===== src/brf_pkg.sv =====
// package: constants for the banked register file decoder
// How it works
// [RQ1] bank zero is the full standard file, all 256 byte locations defined
// [RQ2] banks C and F implement only group 0, addresses 00h to 0Fh
// [RQ3] the other thirteen banks are unimplemented and reserved
// [RQ4] with a non-zero bank, addresses 00h-0Fh reach that bank's registers
// [RQ5] addresses 10h and above always map to the standard file
// [RQ6] pointer low nibble at FDh selects the active bank
// [RQ7] pointer high nibble selects the working register group
// [RQ8] low nibble 0000 selects the standard file, same as bank zero
// [RQ9] pointer 0Fh: r0, r11, r15 reach port config, stop, watchdog regs
// [RQ10] bank C holds spi compare, buffer and control at 00h, 01h, 02h
// [RQ11] bank zero: ports 00h-03h, general 04h-EFh, control F0h-FFh
// [RQ12] the program counter has no register file address
// [RQ13] working refs with group zero reach the bank, others standard groups
// [RQ14] software restores bank zero before using ports or low standard regs
// [RQ15] standard control registers reachable by every register instruction
// [RQ16] reading a write-only register returns FFh
// [RQ17] reading the pointer returns the selected bank in its low nibble
// [RQ18] unimplemented bank locations read FFh and ignore writes
package brf_pkg;
  localparam logic [7:0] BRF_PTR_ADDR = 8'h0_0FD;
  localparam logic [7:0] BRF_LOW_LIMIT = 8'h0_010;
  localparam logic [7:0] BRF_READ_ONES = 8'h0_0FF;
  localparam logic [7:0] BRF_PTR_RESET = 8'h0_000;
  localparam logic [7:0] BRF_REG_RESET = 8'h0_000;
  localparam logic [3:0] BRF_BANK_STD = 4'h0;
  localparam logic [3:0] BRF_BANK_SPI = 4'hC;
  localparam logic [3:0] BRF_BANK_CTL = 4'hF;
  // bank C locations
  localparam logic [3:0] BRF_SPI_COMPARE_OFS = 4'h0;
  localparam logic [3:0] BRF_SPI_BUFFER_OFS = 4'h1;
  localparam logic [3:0] BRF_SPI_CONTROL_OFS = 4'h2;
  // bank F locations
  localparam logic [3:0] BRF_PORT_CONFIG_OFS = 4'h0;
  localparam logic [3:0] BRF_STOP_MODE_OFS = 4'hB;
  localparam logic [3:0] BRF_WATCHDOG_MODE_OFS = 4'hF;
  // write-only standard locations
  localparam logic [7:0] BRF_WO_SINGLE = 8'h0_0F3;
  localparam logic [7:0] BRF_WO_FIRST = 8'h0_0F5;
  localparam logic [7:0] BRF_WO_LAST = 8'h0_0F9;
  // expanded register slots: 0..2 bank C, 3..5 bank F
  localparam int BRF_EXP_NUM = 6;
endpackage


===== src/brf_decoder.sv =====
// module: banked register file decoder with storage
`timescale 1ns/1ns
module brf_decoder
  import brf_pkg::*;
(
  input wire logic MCLK_IN,
  input wire logic RSTN_IN,
  input wire logic ACC_EN_IN,
  input wire logic ACC_WR_IN,
  input wire logic ACC_WORKING_IN,
  input wire logic [7:0] ACC_ADDR_IN,
  input wire logic [7:0] ACC_WDATA_IN,
  output logic [7:0] ACC_RDATA_OUT,
  output logic ACC_RVALID_OUT,
  output logic [3:0] ACTIVE_BANK_OUT,
  output logic [3:0] ACTIVE_GROUP_OUT
);
  ////////////////////////////////////////////////////////////////////////////
  typedef struct packed {
    logic [255:0][7:0] std_mem;
    logic [BRF_EXP_NUM-1:0][7:0] exp_mem;
    logic [7:0] rdata;
    logic rvalid;
  } brf_state_t;

  brf_state_t st_q;
  brf_state_t st_d;

  // expanded slot index for bank/offset; 7 means unimplemented
  function automatic logic [2:0] exp_slot(input logic [3:0] bank,
                                          input logic [3:0] ofs);
    logic [2:0] s;
    s = 3'd7;
    if (bank == BRF_BANK_SPI) begin // RQ10
      if (ofs == BRF_SPI_COMPARE_OFS) s = 3'd0;
      if (ofs == BRF_SPI_BUFFER_OFS) s = 3'd1;
      if (ofs == BRF_SPI_CONTROL_OFS) s = 3'd2;
    end
    if (bank == BRF_BANK_CTL) begin // RQ9
      if (ofs == BRF_PORT_CONFIG_OFS) s = 3'd3;
      if (ofs == BRF_STOP_MODE_OFS) s = 3'd4;
      if (ofs == BRF_WATCHDOG_MODE_OFS) s = 3'd5;
    end
    return s;
  endfunction

  function automatic logic write_only(input logic [7:0] a);
    return (a == BRF_WO_SINGLE) || (a >= BRF_WO_FIRST && a <= BRF_WO_LAST);
  endfunction

  ////////////////////////////////////////////////////////////////////////////
  logic [7:0] ptr;
  logic [3:0] bank;
  logic [7:0] phys;
  logic low_area;
  logic [2:0] slot;
  logic exp_hit;

  always_comb begin
    ptr = st_q.std_mem[BRF_PTR_ADDR];
    bank = ptr[3:0]; // RQ6 RQ8
    // working refs: group nibble joins 4-bit reference; no program counter
    phys = ACC_WORKING_IN ? {ptr[7:4], ACC_ADDR_IN[3:0]} // RQ7 RQ13 RQ12
                          : ACC_ADDR_IN;
    low_area = (phys < BRF_LOW_LIMIT) && (bank != BRF_BANK_STD); // RQ4 RQ5
    slot = exp_slot(bank, phys[3:0]); // RQ2 RQ3
    exp_hit = low_area && (slot != 3'd7);
  end

  always_comb begin
    st_d = st_q;
    st_d.rvalid = ACC_EN_IN && !ACC_WR_IN;
    st_d.rdata = st_q.rdata;
    if (ACC_EN_IN && ACC_WR_IN) begin
      if (exp_hit) begin
        st_d.exp_mem[slot] = ACC_WDATA_IN; // RQ4
      end else if (!low_area) begin
        st_d.std_mem[phys] = ACC_WDATA_IN; // RQ1 RQ11 RQ15
      end
      // unimplemented low locations drop the write  RQ18
    end
    if (ACC_EN_IN && !ACC_WR_IN) begin
      if (exp_hit) begin
        st_d.rdata = st_q.exp_mem[slot];
      end else if (low_area) begin
        st_d.rdata = BRF_READ_ONES; // RQ18 RQ3
      end else if (write_only(phys)) begin
        st_d.rdata = BRF_READ_ONES; // RQ16
      end else begin
        st_d.rdata = st_q.std_mem[phys]; // RQ17 RQ1
      end
    end
  end

  always_ff @(posedge MCLK_IN or negedge RSTN_IN) begin
    if (!RSTN_IN) begin
      st_q <= '0;
    end else begin
      st_q <= st_d;
    end
  end

  assign ACC_RDATA_OUT = st_q.rdata;
  assign ACC_RVALID_OUT = st_q.rvalid;
  assign ACTIVE_BANK_OUT = st_q.std_mem[BRF_PTR_ADDR][3:0];
  assign ACTIVE_GROUP_OUT = st_q.std_mem[BRF_PTR_ADDR][7:4];

  ////////////////////////////////////////////////////////////////////////////
  a_wo_reads_ones: assert property ( // RQ16
    @(posedge MCLK_IN) disable iff (!RSTN_IN)
    ACC_EN_IN && !ACC_WR_IN && !ACC_WORKING_IN && write_only(ACC_ADDR_IN)
    |=> ACC_RVALID_OUT && ACC_RDATA_OUT == BRF_READ_ONES)
    else $error("write-only read not FFh");

  a_unimpl_reads_ones: assert property ( // RQ18
    @(posedge MCLK_IN) disable iff (!RSTN_IN)
    ACC_EN_IN && !ACC_WR_IN && low_area && !exp_hit
    |=> ACC_RDATA_OUT == BRF_READ_ONES)
    else $error("unimplemented bank read not FFh");

  a_ptr_bank_read: assert property ( // RQ17
    @(posedge MCLK_IN) disable iff (!RSTN_IN)
    ACC_EN_IN && !ACC_WR_IN && !ACC_WORKING_IN && ACC_ADDR_IN == BRF_PTR_ADDR
    |=> ACC_RDATA_OUT[3:0] == $past(bank))
    else $error("pointer read lost bank");

  a_bank_write_back: assert property ( // RQ4
    @(posedge MCLK_IN) disable iff (!RSTN_IN)
    ACC_EN_IN && ACC_WR_IN && exp_hit ##1
    ACC_EN_IN && !ACC_WR_IN && exp_hit && slot == $past(slot)
    |=> ACC_RDATA_OUT == $past(ACC_WDATA_IN, 2))
    else $error("bank register readback wrong");

  a_high_std: assert property ( // RQ5
    @(posedge MCLK_IN) disable iff (!RSTN_IN)
    ACC_EN_IN && !ACC_WR_IN && phys >= BRF_LOW_LIMIT && !write_only(phys)
    |=> ACC_RDATA_OUT == $past(st_q.std_mem[phys]))
    else $error("high address left standard file");

  a_bank_select: assert property ( // RQ6
    @(posedge MCLK_IN) disable iff (!RSTN_IN)
    ACC_EN_IN && ACC_WR_IN && !ACC_WORKING_IN && ACC_ADDR_IN == BRF_PTR_ADDR
    |=> ACTIVE_BANK_OUT == $past(ACC_WDATA_IN[3:0])
        && ACTIVE_GROUP_OUT == $past(ACC_WDATA_IN[7:4]))
    else $error("pointer write not applied");

  a_std_bank_low: assert property ( // RQ8
    @(posedge MCLK_IN) disable iff (!RSTN_IN)
    ACC_EN_IN && !ACC_WR_IN && bank == BRF_BANK_STD && phys < BRF_LOW_LIMIT
    |=> ACC_RDATA_OUT == $past(st_q.std_mem[phys]))
    else $error("bank zero diverted low area");

  a_group_map: assert property ( // RQ13
    @(posedge MCLK_IN) disable iff (!RSTN_IN)
    ACC_EN_IN && !ACC_WR_IN && ACC_WORKING_IN && ptr[7:4] != 4'h0
    && !write_only(phys) |=> ACC_RDATA_OUT == $past(st_q.std_mem[phys]))
    else $error("nonzero group reached bank");

  a_read_valid: assert property ( // RQ1
    @(posedge MCLK_IN) disable iff (!RSTN_IN)
    ACC_EN_IN && !ACC_WR_IN
    |=> ACC_RVALID_OUT)
    else $error("read gave no valid pulse");

  a_write_no_valid: assert property ( // RQ1
    @(posedge MCLK_IN) disable iff (!RSTN_IN)
    ACC_EN_IN && ACC_WR_IN
    |=> !ACC_RVALID_OUT)
    else $error("write gave a valid pulse");

  a_idle_no_valid: assert property ( // RQ1
    @(posedge MCLK_IN) disable iff (!RSTN_IN)
    !ACC_EN_IN
    |=> !ACC_RVALID_OUT)
    else $error("idle cycle gave a valid pulse");

  a_rdata_holds: assert property ( // RQ1
    @(posedge MCLK_IN) disable iff (!RSTN_IN)
    !(ACC_EN_IN && !ACC_WR_IN)
    |=> $stable(ACC_RDATA_OUT))
    else $error("read data moved without a read");

  a_spi_compare_map: assert property ( // RQ10
    @(posedge MCLK_IN) disable iff (!RSTN_IN)
    bank == BRF_BANK_SPI && phys == {4'h0, BRF_SPI_COMPARE_OFS}
    |-> exp_hit && slot == 3'd0)
    else $error("spi compare not decoded");

  a_spi_buffer_map: assert property ( // RQ10
    @(posedge MCLK_IN) disable iff (!RSTN_IN)
    bank == BRF_BANK_SPI && phys == {4'h0, BRF_SPI_BUFFER_OFS}
    |-> exp_hit && slot == 3'd1)
    else $error("spi buffer not decoded");

  a_spi_control_map: assert property ( // RQ10
    @(posedge MCLK_IN) disable iff (!RSTN_IN)
    bank == BRF_BANK_SPI && phys == {4'h0, BRF_SPI_CONTROL_OFS}
    |-> exp_hit && slot == 3'd2)
    else $error("spi control not decoded");

  a_port_cfg_map: assert property ( // RQ9
    @(posedge MCLK_IN) disable iff (!RSTN_IN)
    bank == BRF_BANK_CTL && phys == {4'h0, BRF_PORT_CONFIG_OFS}
    |-> exp_hit && slot == 3'd3)
    else $error("port config not decoded");

  a_stop_mode_map: assert property ( // RQ9
    @(posedge MCLK_IN) disable iff (!RSTN_IN)
    bank == BRF_BANK_CTL && phys == {4'h0, BRF_STOP_MODE_OFS}
    |-> exp_hit && slot == 3'd4)
    else $error("stop mode not decoded");

  a_watchdog_map: assert property ( // RQ9
    @(posedge MCLK_IN) disable iff (!RSTN_IN)
    bank == BRF_BANK_CTL && phys == {4'h0, BRF_WATCHDOG_MODE_OFS}
    |-> exp_hit && slot == 3'd5)
    else $error("watchdog mode not decoded");

  a_bank_reserved: assert property ( // RQ3
    @(posedge MCLK_IN) disable iff (!RSTN_IN)
    bank != BRF_BANK_STD && bank != BRF_BANK_SPI && bank != BRF_BANK_CTL
    |-> !exp_hit)
    else $error("reserved bank decoded");

  a_ctl_reserved: assert property ( // RQ2
    @(posedge MCLK_IN) disable iff (!RSTN_IN)
    bank == BRF_BANK_CTL && phys[3:0] != BRF_PORT_CONFIG_OFS
    && phys[3:0] != BRF_STOP_MODE_OFS && phys[3:0] != BRF_WATCHDOG_MODE_OFS
    |-> !exp_hit)
    else $error("reserved control bank slot decoded");

  a_spi_reserved: assert property ( // RQ2
    @(posedge MCLK_IN) disable iff (!RSTN_IN)
    bank == BRF_BANK_SPI && phys[3:0] > BRF_SPI_CONTROL_OFS
    |-> !exp_hit)
    else $error("reserved spi bank slot decoded");

  a_unimpl_write_drop: assert property ( // RQ18
    @(posedge MCLK_IN) disable iff (!RSTN_IN)
    ACC_EN_IN && ACC_WR_IN && low_area && !exp_hit
    |=> st_q.std_mem == $past(st_q.std_mem)
        && st_q.exp_mem == $past(st_q.exp_mem))
    else $error("unimplemented write changed storage");

  a_std_write_lands: assert property ( // RQ11
    @(posedge MCLK_IN) disable iff (!RSTN_IN)
    ACC_EN_IN && ACC_WR_IN && !low_area
    |=> st_q.std_mem[$past(phys)] == $past(ACC_WDATA_IN))
    else $error("standard write lost");

  a_exp_write_lands: assert property ( // RQ4
    @(posedge MCLK_IN) disable iff (!RSTN_IN)
    ACC_EN_IN && ACC_WR_IN && exp_hit
    |=> st_q.exp_mem[$past(slot)] == $past(ACC_WDATA_IN))
    else $error("bank write lost");

  a_exp_write_std_kept: assert property ( // RQ4
    @(posedge MCLK_IN) disable iff (!RSTN_IN)
    ACC_EN_IN && ACC_WR_IN && exp_hit
    |=> st_q.std_mem == $past(st_q.std_mem))
    else $error("bank write touched standard file");

  a_std_write_exp_kept: assert property ( // RQ5
    @(posedge MCLK_IN) disable iff (!RSTN_IN)
    ACC_EN_IN && ACC_WR_IN && !exp_hit
    |=> st_q.exp_mem == $past(st_q.exp_mem))
    else $error("standard write touched bank");

  a_working_read: assert property ( // RQ7
    @(posedge MCLK_IN) disable iff (!RSTN_IN)
    ACC_EN_IN && !ACC_WR_IN && ACC_WORKING_IN && !low_area && !write_only(phys)
    |=> ACC_RDATA_OUT == $past(st_q.std_mem[{ptr[7:4], ACC_ADDR_IN[3:0]}]))
    else $error("working read used wrong group");

  a_exp_read_data: assert property ( // RQ4
    @(posedge MCLK_IN) disable iff (!RSTN_IN)
    ACC_EN_IN && !ACC_WR_IN && exp_hit
    |=> ACC_RDATA_OUT == $past(st_q.exp_mem[slot]))
    else $error("bank read wrong");

  a_pointer_kept: assert property ( // RQ6
    @(posedge MCLK_IN) disable iff (!RSTN_IN)
    !(ACC_EN_IN && ACC_WR_IN && !low_area && phys == BRF_PTR_ADDR)
    |=> $stable(ACTIVE_BANK_OUT) && $stable(ACTIVE_GROUP_OUT))
    else $error("pointer moved without a write");

  a_ptr_working_write: assert property ( // RQ15
    @(posedge MCLK_IN) disable iff (!RSTN_IN)
    ACC_EN_IN && ACC_WR_IN && ACC_WORKING_IN && phys == BRF_PTR_ADDR
    |=> ACTIVE_BANK_OUT == $past(ACC_WDATA_IN[3:0]))
    else $error("working pointer write lost");

  a_ctl_reg_read: assert property ( // RQ15
    @(posedge MCLK_IN) disable iff (!RSTN_IN)
    ACC_EN_IN && !ACC_WR_IN && phys >= 8'hF0 && !write_only(phys)
    |=> ACC_RDATA_OUT == $past(st_q.std_mem[phys]))
    else $error("control register read wrong");

  a_wo_working: assert property ( // RQ16
    @(posedge MCLK_IN) disable iff (!RSTN_IN)
    ACC_EN_IN && !ACC_WR_IN && ACC_WORKING_IN && write_only(phys)
    |=> ACC_RDATA_OUT == BRF_READ_ONES)
    else $error("working write-only read not FFh");

  a_ptr_reads_full: assert property ( // RQ17
    @(posedge MCLK_IN) disable iff (!RSTN_IN)
    ACC_EN_IN && !ACC_WR_IN && phys == BRF_PTR_ADDR
    |=> ACC_RDATA_OUT == $past(ptr))
    else $error("pointer read wrong");

  a_idle_keeps_std: assert property ( // RQ1
    @(posedge MCLK_IN) disable iff (!RSTN_IN)
    !ACC_EN_IN
    |=> st_q.std_mem == $past(st_q.std_mem))
    else $error("idle cycle changed standard file");

  a_idle_keeps_exp: assert property ( // RQ2
    @(posedge MCLK_IN) disable iff (!RSTN_IN)
    !ACC_EN_IN
    |=> st_q.exp_mem == $past(st_q.exp_mem))
    else $error("idle cycle changed bank");

  a_read_keeps_std: assert property ( // RQ1
    @(posedge MCLK_IN) disable iff (!RSTN_IN)
    ACC_EN_IN && !ACC_WR_IN
    |=> st_q.std_mem == $past(st_q.std_mem))
    else $error("read changed standard file");

  a_read_keeps_exp: assert property ( // RQ4
    @(posedge MCLK_IN) disable iff (!RSTN_IN)
    ACC_EN_IN && !ACC_WR_IN
    |=> st_q.exp_mem == $past(st_q.exp_mem))
    else $error("read changed bank");

  a_unimpl_working: assert property ( // RQ18
    @(posedge MCLK_IN) disable iff (!RSTN_IN)
    ACC_EN_IN && !ACC_WR_IN && ACC_WORKING_IN && low_area && !exp_hit
    |=> ACC_RDATA_OUT == BRF_READ_ONES)
    else $error("unimplemented working read not FFh");

  a_bank_zero_write: assert property ( // RQ8
    @(posedge MCLK_IN) disable iff (!RSTN_IN)
    ACC_EN_IN && ACC_WR_IN && bank == BRF_BANK_STD && phys < BRF_LOW_LIMIT
    |=> st_q.std_mem[$past(phys)] == $past(ACC_WDATA_IN))
    else $error("bank zero low write lost");

  a_high_write_lands: assert property ( // RQ5
    @(posedge MCLK_IN) disable iff (!RSTN_IN)
    ACC_EN_IN && ACC_WR_IN && phys >= BRF_LOW_LIMIT
    |=> st_q.std_mem[$past(phys)] == $past(ACC_WDATA_IN))
    else $error("high write lost");
endmodule // brf_decoder


===== config.mk =====
export PLATFORM = sky130hd
export DESIGN_NAME = brf_decoder
export DESIGN_NICKNAME = d
export VERILOG_FILES = /design/src/brf_pkg.sv /design/src/brf_decoder.sv
export SDC_FILE = /design/constraint.sdc
export NUM_CORES = 2
export LEC_CHECK = 0
export ABC_AREA = 0
export BUFFER_PORTS_ARGS = -buffer_cell sky130_fd_sc_hd__buf_2
export CAP_MARGIN = 20
export CORE_ASPECT_RATIO = 1.5
export CORE_MARGIN = 2
export CORE_UTILIZATION = 45
export DETAILED_ROUTE_END_ITERATION = 7
export PLACE_DENSITY_LB_ADDON = 0.3
export SLEW_MARGIN = 5
export SYNTH_ARGS = -nofsm -noshare
export SYNTH_HDL_FRONTEND = slang
export SYNTH_SLANG_ARGS = --single-unit

===== constraint.sdc =====
create_clock -name MCLK_IN -period 6.3 [get_ports MCLK_IN]
set_clock_uncertainty 0.1 [all_clocks]
set_input_delay 0.63 -clock MCLK_IN [delete_from_list [all_inputs] [get_ports MCLK_IN]]
set_output_delay 0.63 -clock MCLK_IN [all_outputs]
set_load 0.05 [all_outputs]

==> impl_metrics.toml <==
[outcome]
status = "finished, final reports clean"

[cts]
postCtsSetupRepairBufs = 0
cts_root_buffer = "clkbuf_16"
cts_buffer_depth = 4
cts.clk_slew.worst_paths_ns = 0.06
ctsResizeCount = 0
numClockSinks = 2105
htreeDepth = 4
cts_tree = "built"
cts_made_buffers = 198
clock_latency_ns = 0.86
hold_buffers = 1

[finish]
fin_util_pct = 49.9
area_delta_synth_final_pct = 10.2
fillers = 17983
nets = 6156
multiInputGateArea_um2 = 42300
drive_gt1_share_pct = 50.1
regArea_um2 = 52700

[floorplanning]
core_um2 = 214000
die_area_um2 = 220000
start_util_pct = 45.3
die_h_um = 573
dieWidth_um = 383
row_count = 208
io_pins = 38

[power_and_ir_drop]
p_sw_w = 0.00677
p_comb_share_pct = 6.7
internal-power_w = 0.0215
swShare_pct = 24.0
p_leak_nw = 50.8
power_density_nw_per_um2 = 264
clkPwrFrac_pct = 43.9
pwr-share-seq_pct = 49.5
ir_worst_vdd_uv = 278

[sta]
rsz0062_at_grt = "no"
fmax_mhz = 221
setup_viol = 0
fin_tns_setup_ns = 0
drv_slew = 0
relSlewSlack_pct = 19.3
worstMarginPinSlew_ns = 1.21
min_period_ns = 4.53
fin_crit_sh_pct = 71.9
hold_viol = 0

[setup_path]
cp.arrival_ns = 5.14
cp_data_required_time_ns = 6.90
end_kind = "register"
path_class = "reg -> reg"
worstPathMaxFanout = 24
startpoint_type = "register"

[flow_run]
drv_cap = 0

[routing]
ant_nets = 0
drc = 0
first_pass_iters = 5
wl_per_cell_um = 32.3
dr.first_iter.drc_count = 5345
avgViaCountPerCell = 6.29
routed_wl_um = 295000
num_vias = 57399

[place]
gp_congestion = 0.931
io_buffers = 37
hpwl_um = 191000

[grt]
grt_usage_pct = 26.8
antenna_found_initial = 14
grt_pass1_vias = 59843
grt_start_max_net_pins = 178
grt_pass1_wl_um = 433000
overflow = 0

[yosys]
synth-edff-count = 0
ys_ff_latch = 2105
synth_warnings = 0
syn-num-nets = 6247
netlist_area_um2 = 97100
synthCells = 6226
async_flop_share_pct = 100
syn_area_per_cell_um2 = 15.6
seq_area_frac_synth_pct = 54.2
synth_ff_type = "dfrtp_1"
netlist-cell-type-count = 90

[worst_hold_path]
hold_path_class = "in -> async"
[synthesized netlist by cell type, types with 4 or more instances]
master / n / area [um2]
nor2_1: 50 / 188
buf_2: 113 / 566
nor3_2: 4 / 40.0
buf_4: 55 / 413
mux2_1: 223 / 2510
a221oi_1: 44 / 385
nand2_4: 5 / 56.3
nand4_1: 8 / 50.1
o211a_1: 4 / 40.0
o221ai_1: 13 / 114
buf_6: 20 / 225
and3_1: 11 / 68.8
a21oi_1: 61 / 305
a22oi_1: 106 / 796
mux2_2: 1876 / 21100
o2111ai_1: 7 / 61.3
nor2b_1: 12 / 75.1
clkbuf_1: 274 / 1030
nor2_2: 109 / 682
a31oi_1: 14 / 87.6
a211oi_1: 7 / 52.6
and2_1: 4 / 25.0
a41oi_1: 5 / 43.8
o211ai_1: 10 / 75.1
buf_1: 15 / 56.3
dfrtp_1: 2105 / 52700
mux4_2: 478 / 10800
nand2_2: 62 / 388
nor2_8: 9 / 180
mux2i_1: 123 / 1230
nor3_1: 7 / 35.0
nor2_4: 62 / 698
nand2_1: 124 / 465
nor4_1: 4 / 25.0
o22ai_1: 13 / 81.3
nand2b_1: 9 / 56.3
a32o_1: 5 / 50.1
o31ai_1: 7 / 52.6
a22o_1: 25 / 219
a32oi_1: 11 / 96.3
nand3_1: 37 / 185
o21ai_0: 17 / 85.1
[cells by family (layout without fill, tap and decap cells)]
logic type | Yosys count | count (layout) | synth area share, %
AOI/OAI and AO/OA | 388 | 388 | 3.04
adders and majority gates | 1 | 1 | 0.0103
DFF | 2105 | 2105 | 54.2
and+or+nand+nor | 552 | 552 | 3.67
buffers and inverters | 480 | 541 | 2.37
muxes | 2700 | 2700 | 36.7
other | 0 | 6 | 0
[cells in the final DEF (no fill, tap or decap), types with 35 or more instances in the layout]
master and instances:
nor2_1 46, clkbuf_8 55, a22oi_1 106, a221oi_1 44, dfrtp_1 2105, buf_4 112, mux4_2 478, nand3_1 35
mux2i_1 123, nor2_2 111, nand2_2 65, a21oi_1 48, mux2_2 1876, clkbuf_16 202, clkbuf_1 40, mux2_1 223
nand2_1 121, nor2_4 64
[power by group through the flow]
| stage | clock network, W | registers (W) | logic (W) |
|---|---|---|---|
| 4_1_cts | 0.0126 | 0.0140 | 0.00189 |
| 3_3_place_gp | 0 | 0.0142 | 0.00185 |
| 5_1_grt | 0.0131 | 0.0140 | 0.00199 |
| 3_5_place_dp | 0 | 0.0142 | 0.00188 |
| 2_1_floorplan | 0 | 0.0142 | 0.00104 |
| 6_report | 0.0124 | 0.0140 | 0.00188 |
[final timing paths]
path / startpoint / end / slack (ns) / depth (start not counted)
max: ptr[5] / st_q[1427] / 1.77 / 5
min: RSTN_IN / st_q[1294] / 0.26 / 2
max reg2reg: ptr[5] / st_q[1427] / 1.77 / 5
min reg2reg: st_q[1002] / st_q[1002] / 0.38 / 1
max in group asynchronous: RSTN_IN / st_q[832] / 4.10 / 3
min in group MCLK_IN: ACC_WR_IN / st_q[56] / 0.34 / 4
[sequential cells by signal (all words and copies together), names as in the netlist]
register / flops
st_q: 2088
ACC_RDATA_OUT: 8
ptr: 8
ACC_RVALID_OUT: 1
[worst max-delay path, stage by stage (launching register included)]
cell      delay [ns]
dfrtp_1         0.77
nand3b_1        0.34
nand2_2         0.91
nand2_2         0.81
nor2_1          0.96
mux2_2          0.42
[cell type report]
| cell class | count | area share (%) |
|---|---|---|
| Antenna cell | 6 | 0.0140 |
| Clock buffer | 289 | 5.47 |
| Clock inverter | 63 | 0.713 |
| Inverter | 3 | 0.0117 |
| Multi-Input combinational cell | 3641 | 39.6 |
| Sequential cell | 2105 | 49.2 |
| Tap cell | 2835 | 3.31 |
| Timing Repair Buffer | 186 | 1.73 |
[layer usage]
metal  track usage (%)  share of wire (%)  vias to the layer above
li1                  -                  -                    23163
met1              34.1                 39                    31428
met4              14.7                6.5                        8
met3              4.68                6.5                      691
met2              43.5                 48                     2109
met5                 0              0.022                        -
[metrics by stage]
step | area, um2 | total power [W] | cells | hold slack [ns] | setup slack (ns)
final | 107000 | 0.0282 | 9128 | 0.261 | 1.77
after global routing | 107000 | 0.0291 | 9123 | 0.321 | 1.82
after CTS | 107000 | 0.0284 | 9121 | 0.284 | 1.86
after detailed placement | 100000 | 0.0161 | 8768 | 0.369 | 1.31
after global placement | 100000 | 0.0160 | 8764 | 0.361 | 1.34
after floorplan | 97100 | 0.0152 | 6226 | 0.234 | 3.20
(Power assumes the default switching activity.)
